$ cat config.mk
export PLATFORM = sky130hd
export DESIGN_NAME = adc_trigger_input_ctrl
export DESIGN_NICKNAME = d
export VERILOG_FILES = /design/src/adc_trigger_input_ctrl.v
export VERILOG_INCLUDE_DIRS = /design/src
export SDC_FILE = /design/constraint.sdc
export NUM_CORES = 1
export LEC_CHECK = 0
export BUFFER_PORTS_ARGS = -buffer_cell sky130_fd_sc_hd__buf_4
export CORE_MARGIN = 5
export CORE_UTILIZATION = 49
export CTS_BUF_LIST = sky130_fd_sc_hd__clkbuf_8
export DETAILED_ROUTE_END_ITERATION = 16
export PLACE_DENSITY = 0.79
export RECOVER_POWER = 100
export SYNTH_ARGS = -nofsm -noshare
export SYNTH_HDL_FRONTEND = slang
export SYNTH_HIERARCHICAL = 1
export SYNTH_SLANG_ARGS = --single-unit
$ cat constraint.sdc
create_clock -name mclk -period 2.4 [get_ports mclk]
set_input_delay 0.24 -clock mclk [delete_from_list [all_inputs] [get_ports mclk]]
set_output_delay 0.24 -clock mclk [all_outputs]
set_load 0.02 [all_outputs]
$ cat src/adc_ctrl_defines.vh
// Constants for the converter trigger timer and input selection block
// Summary of operation
// - Trigger select 01: over-voltage rising edge sets run; overflow clears run.
// - Trigger select 10: start bit rise sets run, start bit fall clears run.
// - Counter takes preload while stopped; while running reloads only at overflow.
// - Edge trigger enable 0: over-voltage edges do not touch run.
// - Trigger select 01, edge trigger enable 1 and not busy: over-voltage rising edge sets run.
// - Prescale bit picks timer tick of clock divided by 4 or 8.
// - Low preload write fills buffer; high write commits high byte and buffer.
// - High read returns high byte and latches low; low read returns buffer.
// - Preload is 16 bits as high and low bytes, both read/write, reset zero.
// - Reference select 00 supply, 01 external pin, 10/11 amplifier output.
// - Amplifier enable, two-bit gain and two-bit input select are provided.
// - Internal reference selected disconnects the external reference pins.
// - Analog pin mode disables other functions, pull-up and direction control.
// - Single mode: sources 0000,0100,1100-1111 use pin; channel 0-7, 8-15 floating.
// - Single mode internal sources map to supply, fractions, amplifier, ground, sensor.
// - Dual mode source bit 0 internal, 1 pin; codes 8-15 float.
// - Dual mode internal codes map to supply, fractions, amplifier, ground, sensor.
// - Internal signal selected means the external channel is disconnected.
// - Converter clock is system clock undivided or divided per three-bit select.
// - Clock select codes 0 to 7 divide by 1,2,4,...,128.
// - A conversion lasts 16 converter clocks: 4 sampling, 12 converting.
// - Running timer counts up from preload to FFFF; software only clears run.
`ifndef ADC_CTRL_DEFINES_VH
`define ADC_CTRL_DEFINES_VH
`define REG_TIMER_CTRL   4'h0
`define REG_PRELOAD_HI   4'h1
`define REG_PRELOAD_LO   4'h2
`define REG_TRIG_CFG     4'h3
`define REG_AUTO_START   4'h4
`define REG_REF_AMP      4'h5
`define REG_INPUT_SEL    4'h6
`define REG_CLK_SEL      4'h7
`define REG_CH1_SEL      4'h8
`define REG_CH2_SEL      4'h9
`define REG_STATUS       4'hA
`define REG_PIN_ANALOG   4'hB
`define TC_RUN_BIT       4
`define TC_EXT_BIT       1
`define TC_PSC_BIT       0
`define TRIG_DUAL_BIT    5
`define AUTO_GO_BIT      7
`define AMP_EN_BIT       7
`define CH_SRC_BIT       4
`define TRIG_OVP         2'h1
`define TRIG_START       2'h2
`define REF_SUPPLY       2'h0
`define REF_PIN          2'h1
`define AMP_IN_PIN       2'h0
`define PRE_DIV4_LAST    3'h3
`define PRE_DIV8_LAST    3'h7
`define SAMPLE_TICKS     5'h04
`define CONV_TICKS       5'h10
`define TIMER_FULL       16'hFFFF
`define RESET_BYTE       8'h00
`define SIG_AVDD         3'h0
`define SIG_AVDD2        3'h1
`define SIG_AVDD4        3'h2
`define SIG_VVR          3'h3
`define SIG_VVR2         3'h4
`define SIG_VVR4         3'h5
`define SIG_AVSS         3'h6
`define SIG_TSO          3'h7
`endif

$ cat src/adc_trigger_input_ctrl.v
// Converter trigger timer, reference and input selection, and clock divider
`timescale 1ns/10ps
`include "adc_ctrl_defines.vh"
module adc_trigger_input_ctrl (
	input  wire       mclk,
	input  wire       srst,
	input  wire [3:0] addr,
	input  wire [7:0] wdata,
	input  wire       wr,
	input  wire       rd,
	output reg  [7:0] rdata,
	input  wire       overvoltage_event,
	input  wire       conv_start,
	input  wire       conv_channel,
	output reg        timer_overflow,
	output reg        conv_clk_tick,
	output reg        conv_sampling,
	output reg        conversion_busy,
	output reg        conv_done,
	output reg        ref_sel_supply,
	output reg        ref_sel_pin,
	output reg        ref_sel_amp,
	output reg        amp_ref_pin_connect,
	output reg        gain_amp_enable,
	output reg  [1:0] gain_amp_gain_sel,
	output reg  [1:0] gain_amp_input_sel,
	output reg  [7:0] an_pin_connect,
	output reg  [7:0] int_sig_connect,
	output reg  [7:0] pin_analog_mode
);
	reg  [7:0]  preload_high_byte;
	reg  [7:0]  preload_low_byte;
	reg  [7:0]  low_buf_r;
	reg  [15:0] count_r;
	reg  [2:0]  pre_r;
	reg         timer_run_flag;
	reg         ext_edge_trigger_en;
	reg         timer_prescale_sel;
	reg  [1:0]  auto_trigger_source_sel;
	reg         dual_channel_mode_en;
	reg         auto_conv_start_bit;
	reg  [1:0]  reference_source_sel;
	reg  [7:0]  input_sel_r;
	reg  [2:0]  conv_clock_div_sel;
	reg  [4:0]  ch1_sel_r;
	reg  [4:0]  ch2_sel_r;
	reg  [7:0]  pin_analog_r;
	reg  [6:0]  div_r;
	reg  [4:0]  phase_r;
	reg         tick_nxt;
	reg         ovf_nxt;
	reg         ext_nxt;
	reg  [2:0]  chan_nxt;
	reg  [2:0]  sig_nxt;
	reg         use_pin;
	reg  [3:0]  src;
	reg  [4:0]  dsel;
	reg  [6:0]  div_last;
	reg  [2:0]  pre_last;

	wire        ovp_sync;
	wire        ovp_rise;
	wire        start_rise;
	wire        start_fall;
	wire [7:0]  pin_onehot;
	wire [7:0]  sig_onehot;
	wire wr_ctrl    = wr && (addr == `REG_TIMER_CTRL);
	wire ptick      = (pre_r == pre_last);
	wire at_full    = (count_r == `TIMER_FULL);
	wire set_run    = ((auto_trigger_source_sel == `TRIG_OVP) && ext_edge_trigger_en
	                   && ovp_rise && !conversion_busy)
	                  || ((auto_trigger_source_sel == `TRIG_START) && start_rise);

	// Overvoltage comes from another block, so it is synchronised before its edge is taken
	level_sync2 ovp_sync_i (
		.mclk     (mclk),
		.srst     (srst),
		.async_in (overvoltage_event),
		.sync_out (ovp_sync)
	);

	edge_pulse #(
		.IDLE (1'b0)
	) ovp_edge_i (
		.mclk  (mclk),
		.srst  (srst),
		.level (ovp_sync),
		.rise  (ovp_rise),
		.fall  ()
	);

	// Start bit is a register of this clock, so no synchroniser in front of it
	edge_pulse #(
		.IDLE (1'b0)
	) start_edge_i (
		.mclk  (mclk),
		.srst  (srst),
		.level (auto_conv_start_bit),
		.rise  (start_rise),
		.fall  (start_fall)
	);

	always @* begin
		pre_last = timer_prescale_sel ? `PRE_DIV8_LAST : `PRE_DIV4_LAST;
		ovf_nxt  = timer_run_flag && ptick && at_full;
	end

	// Register writes
	always @(posedge mclk) begin
		if (srst) begin
			preload_high_byte       <= `RESET_BYTE;
			preload_low_byte        <= `RESET_BYTE;
			low_buf_r               <= `RESET_BYTE;
			ext_edge_trigger_en     <= 1'b0;
			timer_prescale_sel      <= 1'b0;
			auto_trigger_source_sel <= 2'h0;
			dual_channel_mode_en    <= 1'b0;
			auto_conv_start_bit     <= 1'b0;
			reference_source_sel    <= 2'h0;
			gain_amp_enable         <= 1'b0;
			gain_amp_gain_sel       <= 2'h0;
			gain_amp_input_sel      <= 2'h0;
			input_sel_r             <= 8'h00;
			conv_clock_div_sel      <= 3'h0;
			ch1_sel_r               <= 5'h00;
			ch2_sel_r               <= 5'h00;
			pin_analog_r            <= 8'h00;
		end else begin
			if (rd && (addr == `REG_PRELOAD_HI))
				low_buf_r <= preload_low_byte;
			if (wr) begin
				case (addr)
				`REG_TIMER_CTRL: begin
					ext_edge_trigger_en <= wdata[`TC_EXT_BIT];
					timer_prescale_sel  <= wdata[`TC_PSC_BIT];
				end
				`REG_PRELOAD_HI: begin
					preload_high_byte <= wdata;
					preload_low_byte  <= low_buf_r;
				end
				`REG_PRELOAD_LO: low_buf_r <= wdata;
				`REG_TRIG_CFG: begin
					auto_trigger_source_sel <= wdata[7:6];
					dual_channel_mode_en    <= wdata[`TRIG_DUAL_BIT];
				end
				`REG_AUTO_START: auto_conv_start_bit <= wdata[`AUTO_GO_BIT];
				`REG_REF_AMP: begin
					gain_amp_enable      <= wdata[`AMP_EN_BIT];
					gain_amp_gain_sel    <= wdata[5:4];
					gain_amp_input_sel   <= wdata[3:2];
					reference_source_sel <= wdata[1:0];
				end
				`REG_INPUT_SEL:  input_sel_r        <= wdata;
				`REG_CLK_SEL:    conv_clock_div_sel <= wdata[2:0];
				`REG_CH1_SEL:    ch1_sel_r          <= wdata[4:0];
				`REG_CH2_SEL:    ch2_sel_r          <= wdata[4:0];
				`REG_PIN_ANALOG: pin_analog_r       <= wdata;
				default: ;
				endcase
			end
		end
	end

	// Trigger timer; a hardware set beats a software clear in the same cycle
	always @(posedge mclk) begin
		if (srst) begin
			timer_run_flag <= 1'b0;
			pre_r          <= 3'h0;
			count_r        <= 16'h0000;
			timer_overflow <= 1'b0;
		end else begin
			timer_overflow <= ovf_nxt;
			if (set_run)
				timer_run_flag <= 1'b1;
			else if (ovf_nxt && (auto_trigger_source_sel == `TRIG_OVP))
				timer_run_flag <= 1'b0;
			else if (start_fall && (auto_trigger_source_sel == `TRIG_START))
				timer_run_flag <= 1'b0;
			else if (wr_ctrl && !wdata[`TC_RUN_BIT])
				timer_run_flag <= 1'b0;
			if (!timer_run_flag) begin
				pre_r   <= 3'h0;
				count_r <= {preload_high_byte, preload_low_byte};
			end else if (ptick) begin
				pre_r <= 3'h0;
				if (at_full)
					count_r <= {preload_high_byte, preload_low_byte};
				else
					count_r <= count_r + 16'h0001;
			end else begin
				pre_r <= pre_r + 3'h1;
			end
		end
	end

	// Converter clock divider and conversion phases
	always @* begin
		div_last = 7'h7F >> (3'h7 - conv_clock_div_sel);
		tick_nxt = (div_r == div_last);
	end

	always @(posedge mclk) begin
		if (srst) begin
			div_r           <= 7'h00;
			conv_clk_tick   <= 1'b0;
			phase_r         <= 5'h00;
			conversion_busy <= 1'b0;
			conv_sampling   <= 1'b0;
			conv_done       <= 1'b0;
		end else begin
			div_r         <= tick_nxt ? 7'h00 : div_r + 7'h01;
			conv_clk_tick <= tick_nxt;
			conv_done     <= 1'b0;
			if (!conversion_busy) begin
				if (conv_start) begin
					conversion_busy <= 1'b1;
					conv_sampling   <= 1'b1;
					phase_r         <= 5'h00;
				end
			end else if (tick_nxt) begin
				phase_r <= phase_r + 5'h01;
				if (phase_r == `SAMPLE_TICKS - 5'h01)
					conv_sampling <= 1'b0;
				if (phase_r == `CONV_TICKS - 5'h01) begin
					conversion_busy <= 1'b0;
					conv_done       <= 1'b1;
				end
			end
		end
	end

	// Input routing decode
	always @* begin
		src      = input_sel_r[7:4];
		dsel     = conv_channel ? ch2_sel_r : ch1_sel_r;
		chan_nxt = 3'h0;
		ext_nxt  = 1'b0;
		sig_nxt  = `SIG_AVSS;
		use_pin  = 1'b0;
		if (dual_channel_mode_en) begin
			use_pin  = dsel[`CH_SRC_BIT];
			if (dsel[`CH_SRC_BIT]) begin
				ext_nxt  = !dsel[3];
				chan_nxt = dsel[2:0];
			end else begin
				case (dsel[3:0])
				4'h1: sig_nxt = `SIG_AVDD2;
				4'h2: sig_nxt = `SIG_AVDD4;
				4'h3: sig_nxt = `SIG_VVR;
				4'h4: sig_nxt = `SIG_VVR2;
				4'h5: sig_nxt = `SIG_VVR4;
				4'h6, 4'h7, 4'h8: sig_nxt = `SIG_AVSS;
				4'h9: sig_nxt = `SIG_TSO;
				default: sig_nxt = `SIG_AVDD;
				endcase
			end
		end else begin
			case (src)
			4'h0, 4'h4, 4'hC, 4'hD, 4'hE, 4'hF: begin
				use_pin  = 1'b1;
				ext_nxt  = !input_sel_r[3];
				chan_nxt = input_sel_r[2:0];
			end
			4'h1: sig_nxt = `SIG_AVDD;
			4'h2: sig_nxt = `SIG_AVDD2;
			4'h3: sig_nxt = `SIG_AVDD4;
			4'h5: sig_nxt = `SIG_VVR;
			4'h6: sig_nxt = `SIG_VVR2;
			4'h7: sig_nxt = `SIG_VVR4;
			4'hB: sig_nxt = `SIG_TSO;
			default: sig_nxt = `SIG_AVSS;
			endcase
		end
	end

	// A pin source with a floating channel must close no internal switch either
	onehot8 pin_switch_i (
		.en  (ext_nxt),
		.idx (chan_nxt),
		.sel (pin_onehot)
	);

	onehot8 sig_switch_i (
		.en  (!use_pin),
		.idx (sig_nxt),
		.sel (sig_onehot)
	);

	// Routing outputs; pin and internal path never both closed
	always @(posedge mclk) begin
		if (srst) begin
			an_pin_connect      <= 8'h00;
			int_sig_connect     <= 8'h00;
			pin_analog_mode     <= 8'h00;
			ref_sel_supply      <= 1'b1;
			ref_sel_pin         <= 1'b0;
			ref_sel_amp         <= 1'b0;
			amp_ref_pin_connect <= 1'b0;
		end else begin
			an_pin_connect  <= pin_onehot;
			int_sig_connect <= sig_onehot;
			pin_analog_mode <= pin_analog_r;
			ref_sel_supply  <= (reference_source_sel == `REF_SUPPLY);
			ref_sel_pin     <= (reference_source_sel == `REF_PIN);
			ref_sel_amp     <= reference_source_sel[1];
			amp_ref_pin_connect <= reference_source_sel[1] && gain_amp_enable
			                       && (gain_amp_input_sel == `AMP_IN_PIN);
		end
	end

	// Read data one cycle after the strobe; unmapped reads return zero
	always @(posedge mclk) begin
		if (srst) begin
			rdata <= 8'h00;
		end else if (rd) begin
			case (addr)
			`REG_TIMER_CTRL: rdata <= {3'h0, timer_run_flag, 2'h0,
			                           ext_edge_trigger_en, timer_prescale_sel};
			`REG_PRELOAD_HI: rdata <= preload_high_byte;
			`REG_PRELOAD_LO: rdata <= low_buf_r;
			`REG_TRIG_CFG:   rdata <= {auto_trigger_source_sel, dual_channel_mode_en, 5'h00};
			`REG_AUTO_START: rdata <= {auto_conv_start_bit, 7'h00};
			`REG_REF_AMP:    rdata <= {gain_amp_enable, 1'b0, gain_amp_gain_sel,
			                           gain_amp_input_sel, reference_source_sel};
			`REG_INPUT_SEL:  rdata <= input_sel_r;
			`REG_CLK_SEL:    rdata <= {5'h00, conv_clock_div_sel};
			`REG_CH1_SEL:    rdata <= {3'h0, ch1_sel_r};
			`REG_CH2_SEL:    rdata <= {3'h0, ch2_sel_r};
			`REG_STATUS:     rdata <= {6'h00, timer_run_flag, conversion_busy};
			`REG_PIN_ANALOG: rdata <= pin_analog_r;
			default:         rdata <= 8'h00;
			endcase
		end else begin
			rdata <= 8'h00;
		end
	end
endmodule

// Two flip-flop synchroniser; only the second stage may be read
module level_sync2 (
	input  wire mclk,
	input  wire srst,
	input  wire async_in,
	output reg  sync_out
);
	reg meta_r;

	always @(posedge mclk) begin
		if (srst) begin
			meta_r   <= 1'b0;
			sync_out <= 1'b0;
		end else begin
			meta_r   <= async_in;
			sync_out <= meta_r;
		end
	end
endmodule

// Rise and fall pulses of a level; the delay stage resets to the idle level,
// so the release of reset never shows a false edge
module edge_pulse #(
	parameter [0:0] IDLE = 1'b0
) (
	input  wire mclk,
	input  wire srst,
	input  wire level,
	output wire rise,
	output wire fall
);
	reg last_r;

	assign rise = level & ~last_r;
	assign fall = ~level & last_r;

	always @(posedge mclk) begin
		if (srst)
			last_r <= IDLE;
		else
			last_r <= level;
	end
endmodule

// One-hot switch enables from a three-bit index, all open when disabled
module onehot8 (
	input  wire       en,
	input  wire [2:0] idx,
	output wire [7:0] sel
);
	assign sel = en ? (8'h01 << idx) : 8'h00;
endmodule

# [Word-level counts from Yosys, hierarchy flattened]
# Memories as Yosys holds them, arrays and structs flattened.
# Index checks and enable logic that the tools add are counted.
[classes] n_mux=36 bitwise_logic=11 n_addsub=5 n_reduce_logical=43 eq_ne=34 shifts=3
[ops] cell="one-hot mux 8 bit (12 select lines)" count=1
[ops] cell="2-to-1 mux 16 bit" count=3
[ops] cell="== test 4 bit, second input constant" count=9
[ops] cell="== test 4 x 3 -> 1 bit, second input constant" count=8
[ops] cell="2-to-1 mux 8 bit" count=3
[ops] cell="AND reduction 2 bit" count=11
[ops] cell="one-hot mux 3 bit (7 select lines)" count=1
[ops] cell="2-to-1 mux 5 bit" count=4
[ops] cell="2-to-1 mux 1 bit" count=18
[ops] cell="2-to-1 mux 3 bit" count=6
[ops] cell="adder 16 x 1 -> 16 bit, second input constant" count=1
[ops] cell="== test 16 bit, second input constant" count=1
[ops] cell="== test 4 x 2 -> 1 bit, second input constant" count=4
[ops] cell="left shift 1 x 3 -> 8 bit, first input constant" count=2
[ops] cell="logical AND 1 bit" count=13
[ops] cell="== test 4 x 1 -> 1 bit, second input constant" count=2
[ops] cell="zero test 4 bit" count=2
[ops] cell="inverter 1 bit" count=8
[ops] cell="OR reduction 2 bit" count=4
[ops] cell="adder 7 x 1 -> 7 bit, second input constant" count=1
[ops] cell="== test 7 bit" count=1
[ops] cell=">> shifter 7 x 3 -> 7 bit, first input constant" count=1
[ops] cell="inequality test 2 x 1 -> 1 bit, second input constant" count=3
[ops] cell="OR reduction 3 bit" count=2
[ops] cell="16 further kinds" count=23
[word_totals] reg_bits=143 output_inout_bits=46 rom_bits=48 n_memories=1 inputBits=19 word_cells=172
[mem_list] name="(name not given)" words=16 width=3 rd=1 rd_clocked_by_memory_dff=0 write_ports=0 line_no="adc_trigger_input_ctrl.v:246" text="case (dsel[3:0])"

# [Longest topological paths before layout]
[logic_depth] ltp_word=7 ltp_mapped=8 mapped_depth_nobuf=7

# [Modules after synthesis]
# Netlist, hierarchy kept.
[by_module_without_submodules] mod="adc_trigger_input_ctrl" instances=1 cells_each=762 seq_area_each_um2=2782.7 area_each_um2=6356.1
[by_module_without_submodules] mod="onehot8" instances=2 cells_each=8 seq_area_each_um2=0.0 area_each_um2=95.1
[by_module_without_submodules] mod="edge_pulse" instances=2 cells_each=4 seq_area_each_um2=20.0 area_each_um2=38.8
[by_module_without_submodules] mod="level_sync2" instances=1 cells_each=4 seq_area_each_um2=40.0 area_each_um2=52.6

# [Least setup slack after synthesis]
# Ideal clock, no wire load.
[synth_timing] kind="input-to-reg" startpoint="input port conv_channel" endpoint="register int_sig_connect[6]" setup_time_ns=0.128 arrival_time_ns=1.938 n_path_buf=1 cell_stages=7 required_ns=2.272 setup_slack_ns=0.334 cell_sequence="clkbuf_1 mux2_2 nor2_1 a21oi_1 o32ai_1 and4b_2 nor2b_1"
[synth_between] elab_chain_len=5 elab_cells_between_ends=7 cone_classes="1 x shift; 4 x mux; 1 x reduce/logical; 1 x memory"
[synth_lines] element="start: declaration" line_no="adc_trigger_input_ctrl.v:14" text="input wire conv_channel,"
[synth_lines] element="2-to-1 mux 5 bit (*)" line_no="adc_trigger_input_ctrl.v:235" text="dsel = conv_channel ? ch2_sel_r : ch1_sel_r;"
[synth_lines] element="memory read (16 x 3 bit)"
[synth_lines] element="2-to-1 mux 3 bit (*)" line_no="adc_trigger_input_ctrl.v:242" text="if (dsel[`CH_SRC_BIT]) begin"
[synth_lines] element="2-to-1 mux 3 bit (*)" line_no="adc_trigger_input_ctrl.v:240" text="if (dual_channel_mode_en) begin"
[synth_lines] element="via sig_nxt[0]" line_no="adc_trigger_input_ctrl.v:54" text="reg [2:0] sig_nxt;"
[synth_lines] element="left shift 1 x 3 -> 8 bit (*)" line_no="adc_trigger_input_ctrl.v:389" text="assign sel = en ? (8'h01 << idx) : 8'h00;"
[synth_lines] element="end signal: assignment" line_no="adc_trigger_input_ctrl.v:301" text="int_sig_connect <= sig_onehot;"
[synth_lines] element="end: declaration" line_no="adc_trigger_input_ctrl.v:28" text="output reg [7:0] int_sig_connect,"
# The timed path passes the listed nets; every way through them passes the cells marked *.
# A chain may end at the register's enable or synchronous reset.

# [Worst setup path after layout]
[layout_timing] startpoint="register conv_clock_div_sel[2]" endpoint="register phase_r[3]"
[layout_between] elab_chain_len=5
[layout_lines] element="start: declaration" line_no="adc_trigger_input_ctrl.v:44" text="reg [2:0] conv_clock_div_sel;"
[layout_lines] element="start signal: assignment" line_no="adc_trigger_input_ctrl.v:154" text="`REG_CLK_SEL: conv_clock_div_sel <= wdata[2:0];"
[layout_lines] element="subtractor 3 bit" line_no="adc_trigger_input_ctrl.v:198" text="div_last = 7'h7F >> (3'h7 - conv_clock_div_sel);"
[layout_lines] element=">> shifter 7 x 3 -> 7 bit" line_no="adc_trigger_input_ctrl.v:198"
[layout_lines] element="== test 7 bit" line_no="adc_trigger_input_ctrl.v:199" text="tick_nxt = (div_r == div_last);"
[layout_lines] element="inequality test 2 x 1 -> 1 bit (no line)"
[layout_lines] element="AND reduction 2 bit (no line)"
[layout_lines] element="end signal: assignment" line_no="adc_trigger_input_ctrl.v:221" text="phase_r <= phase_r + 5'h01;"
[layout_lines] element="end: declaration" line_no="adc_trigger_input_ctrl.v:49" text="reg [4:0] phase_r;"
# No other way between the ends.

==> metrics.csv <==
stage,metric,value,unit
route,drt-pass1-iter-count,7,
global_route,grt_first_pass_wirelength,28500,um
pwr,share_comb_of_total_power,6.4,%
global_route,grtUsageTotal,21.9,%
route,routed-via-count,6182,
cts,htree_levels,4,
setup_path,critPathArrivalTime,2.43,ns
route,drt-wirelength-per-cell,17.4,um
pwr,p_sw,0.00119,W
finish,antenna_cells_inserted,0,
cts,postCtsSetupRepairBufs,0,
job,cap_viol_max_count,0,
cts,path_clk_slew,0.08,ns
sta,max_clock_freq,468,MHz
sta,final-max-slew-violation-count,0,
cts,tritoncts_num_sinks,143,
place,placed_area,7280,um^2
worst_hold_path,holdPathStages,2,
setup_path,cp.required,2.69,ns
pwr,power.density,639,nW/um^2
pwr,internal_power,0.00362,W
logic_synthesis,synth-warning-count,6,
outcome,result_of_the_run,"finished, final reports clean",
setup_path,critical_path_peak_fanout,13,
route,m1WireLength,7640,um
setup_path,r2r_cells,6,
floorplanning,std_cell_rows,42,
place,gp_routability_congestion,0.935,
place,io_buffer_count,64,
global_route,maximum_number_of_pins_on_one_net_before_global_route_repair,60,
sta,timing.final.hold_violations,0,
logic_synthesis,synth_nets,813,
floorplanning,ioPinCount,65,
global_route,globalRoute.totalOverflow,0,
global_route,antenna_violations_before_repair,0,
route,routed_via_density,6.02,
route,antenna_violating_nets_remaining,0,
cts,max-clock-path-buffers,2,
floorplanning,initial_core_util,50.2,%
sta,final.setup_skew,0.00868,ns
route,highest-signal-layer,met4,
sta,layout_worst_path_cycle_share,89.0,%
finish,final_nets,862,
setup_path,worstSetupStartpointType,flop,
sta,totalNegativeSetupSlack,0,ns
sta,final-setup-viol-count,0,
pwr,worst_ir_drop_vdd,0.660,mV
global_route,first_global_vias,5674,
floorplanning,die_height,127,um
cts,numCtsBuffers,17,
pwr,share_clk_of_total_power,43.0,%
route,length_of_routed_met3_wiring,1530,um
cts,clockRootBuffer,sky130_fd_sc_hd__clkbuf_8,
sta,unrepaired_setup_endpoints_after_global_routing,no,
sta,final.min_clock_period,2.14,ns
finish,areaGrowthSynthToFinish,12.9,%
finish,layout.core_utilization,56.6,%
logic_synthesis,netlist_area,6670,um^2
logic_synthesis,synth_area_per_cell,8.45,um^2
finish,final_design_area_no_fill,7530,um^2
cts,cts-resized-gates,0,
floorplanning,fp.dieArea,16000,um^2
route,drt_iter0_markers,744,
sta,tightestPinTransition,0.833,ns
cts,ctsHoldBuffers,0,
logic_synthesis,synthesis.instances,789,
setup_path,timing.setup.critical_path_class,reg2reg,
cts,tritoncts,yes,
route,routed-wl-met2,8260,um
finish,drive_gt1_share,10.6,%
pwr,power.static_leakage,2.56,nW
setup_path,setup.worst_path.end_class,flop,
place,hpwl,12500,um
pwr,share_seq_of_total_power,50.6,%
pwr,sw_frac_of_total,24.7,%
sta,worst_slew_margin_rel,44.5,%
route,route.detailed.drc,0,
cts,clk_latency,0.45,ns
route,drt_wl_total,17900,um
floorplanning,core,13300,um^2
worst_hold_path,hold_path_class,in2reg,
floorplanning,die_x,127,um
metal layers:
layer	vias to the layer above	GRT usage (%)
met4	0	7.57
met5	-	0
met1	2937	29.3
li1	2931	-
met3	45	5.80
met2	269	34.4
stage by stage:
stage,setup WS [ns],hold slack [ns],power (W),cells
2_1_floorplan,0.334,0.312,0.00269,789
3_3_place_gp,0.393,0.414,0.00280,995
3_5_place_dp,0.364,0.419,0.00280,995
4_1_cts,0.345,0.00419,0.00483,1027
5_1_grt,0.0921,0.0250,0.00497,1027
6_report,0.264,0.0305,0.00481,1027
power by group through the flow:
| stage | Sequential, W | Clock (W) | Combinational (W) |
|---|---|---|---|
| after global routing | 0.00244 | 0.00220 | 0.000332 |
| after global placement | 0.00249 | 0 | 0.000308 |
| after floorplan | 0.00249 | 0 | 0.000198 |
| after detailed placement | 0.00249 | 0 | 0.000312 |
| after CTS | 0.00243 | 0.00209 | 0.000314 |
| final | 0.00244 | 0.00207 | 0.000309 |
worst max-delay path, stage by stage (launching register included):
cell and delay (ns):
sky130_fd_sc_hd__dfxtp_1 0.54, sky130_fd_sc_hd__nand2b_1 0.16, sky130_fd_sc_hd__a21oi_1 0.07, sky130_fd_sc_hd__or4_1 0.61, sky130_fd_sc_hd__nor3_1 0.16, sky130_fd_sc_hd__clkbuf_2 0.28, sky130_fd_sc_hd__o311ai_0 0.16
flip-flops by register name, indices dropped and copies added, names as in the netlist, 3 cells and up:
register / flops
div_r: 7
int_sig_connect: 8
conv_clock_div_sel: 3
ch1_sel_r: 5
ch2_sel_r: 5
count_r: 16
an_pin_connect: 8
pin_analog_r: 8
pin_analog_mode: 8
rdata: 8
pre_r: 3
input_sel_r: 8
preload_high_byte: 8
preload_low_byte: 8
low_buf_r: 8
phase_r: 5
layout make-up:
| cell class | instances | area, um^2 |
|---|---|---|
| flip-flops and latches | 143 | 2860 |
| repair buffers | 80 | 417 |
| fillers | 1238 | 5770 |
| inverters | 19 | 71.3 |
| clock inverters | 15 | 195 |
| clock buffers | 17 | 234 |
| well taps | 176 | 220 |
| multi-input cells | 577 | 3530 |
cells in the final DEF, fill, tap and decap left out, drive strengths merged, types with 6 or more instances in the layout:
cell type and n:
a31oi 6, dfxtp 143, clkbuf 67, and3 8, a311oi 10, nand3 38
and4bb 6, nor2 69, nor4 6, mux2 10, nand2 103, o22ai 11
nor2b 41, o21ai 32, buf 30, a22oi 8, nor3 23, and4b 6
mux2i 38, nand4 6, xnor2 7, nand2b 7, inv 21, a21oi 59
path summary, 6_finish.rpt:
path                         startpoint           endpoint  slack, ns
setup / recovery  conv_clock_div_sel[2]         phase_r[3]       0.26
hold / removal        overvoltage_event  ovp_sync_i/meta_r       0.03
setup reg to reg  conv_clock_div_sel[2]         phase_r[3]       0.26
hold reg to reg                pre_r[0]           pre_r[0]       0.42
Power figures use the tool's default switching activity.
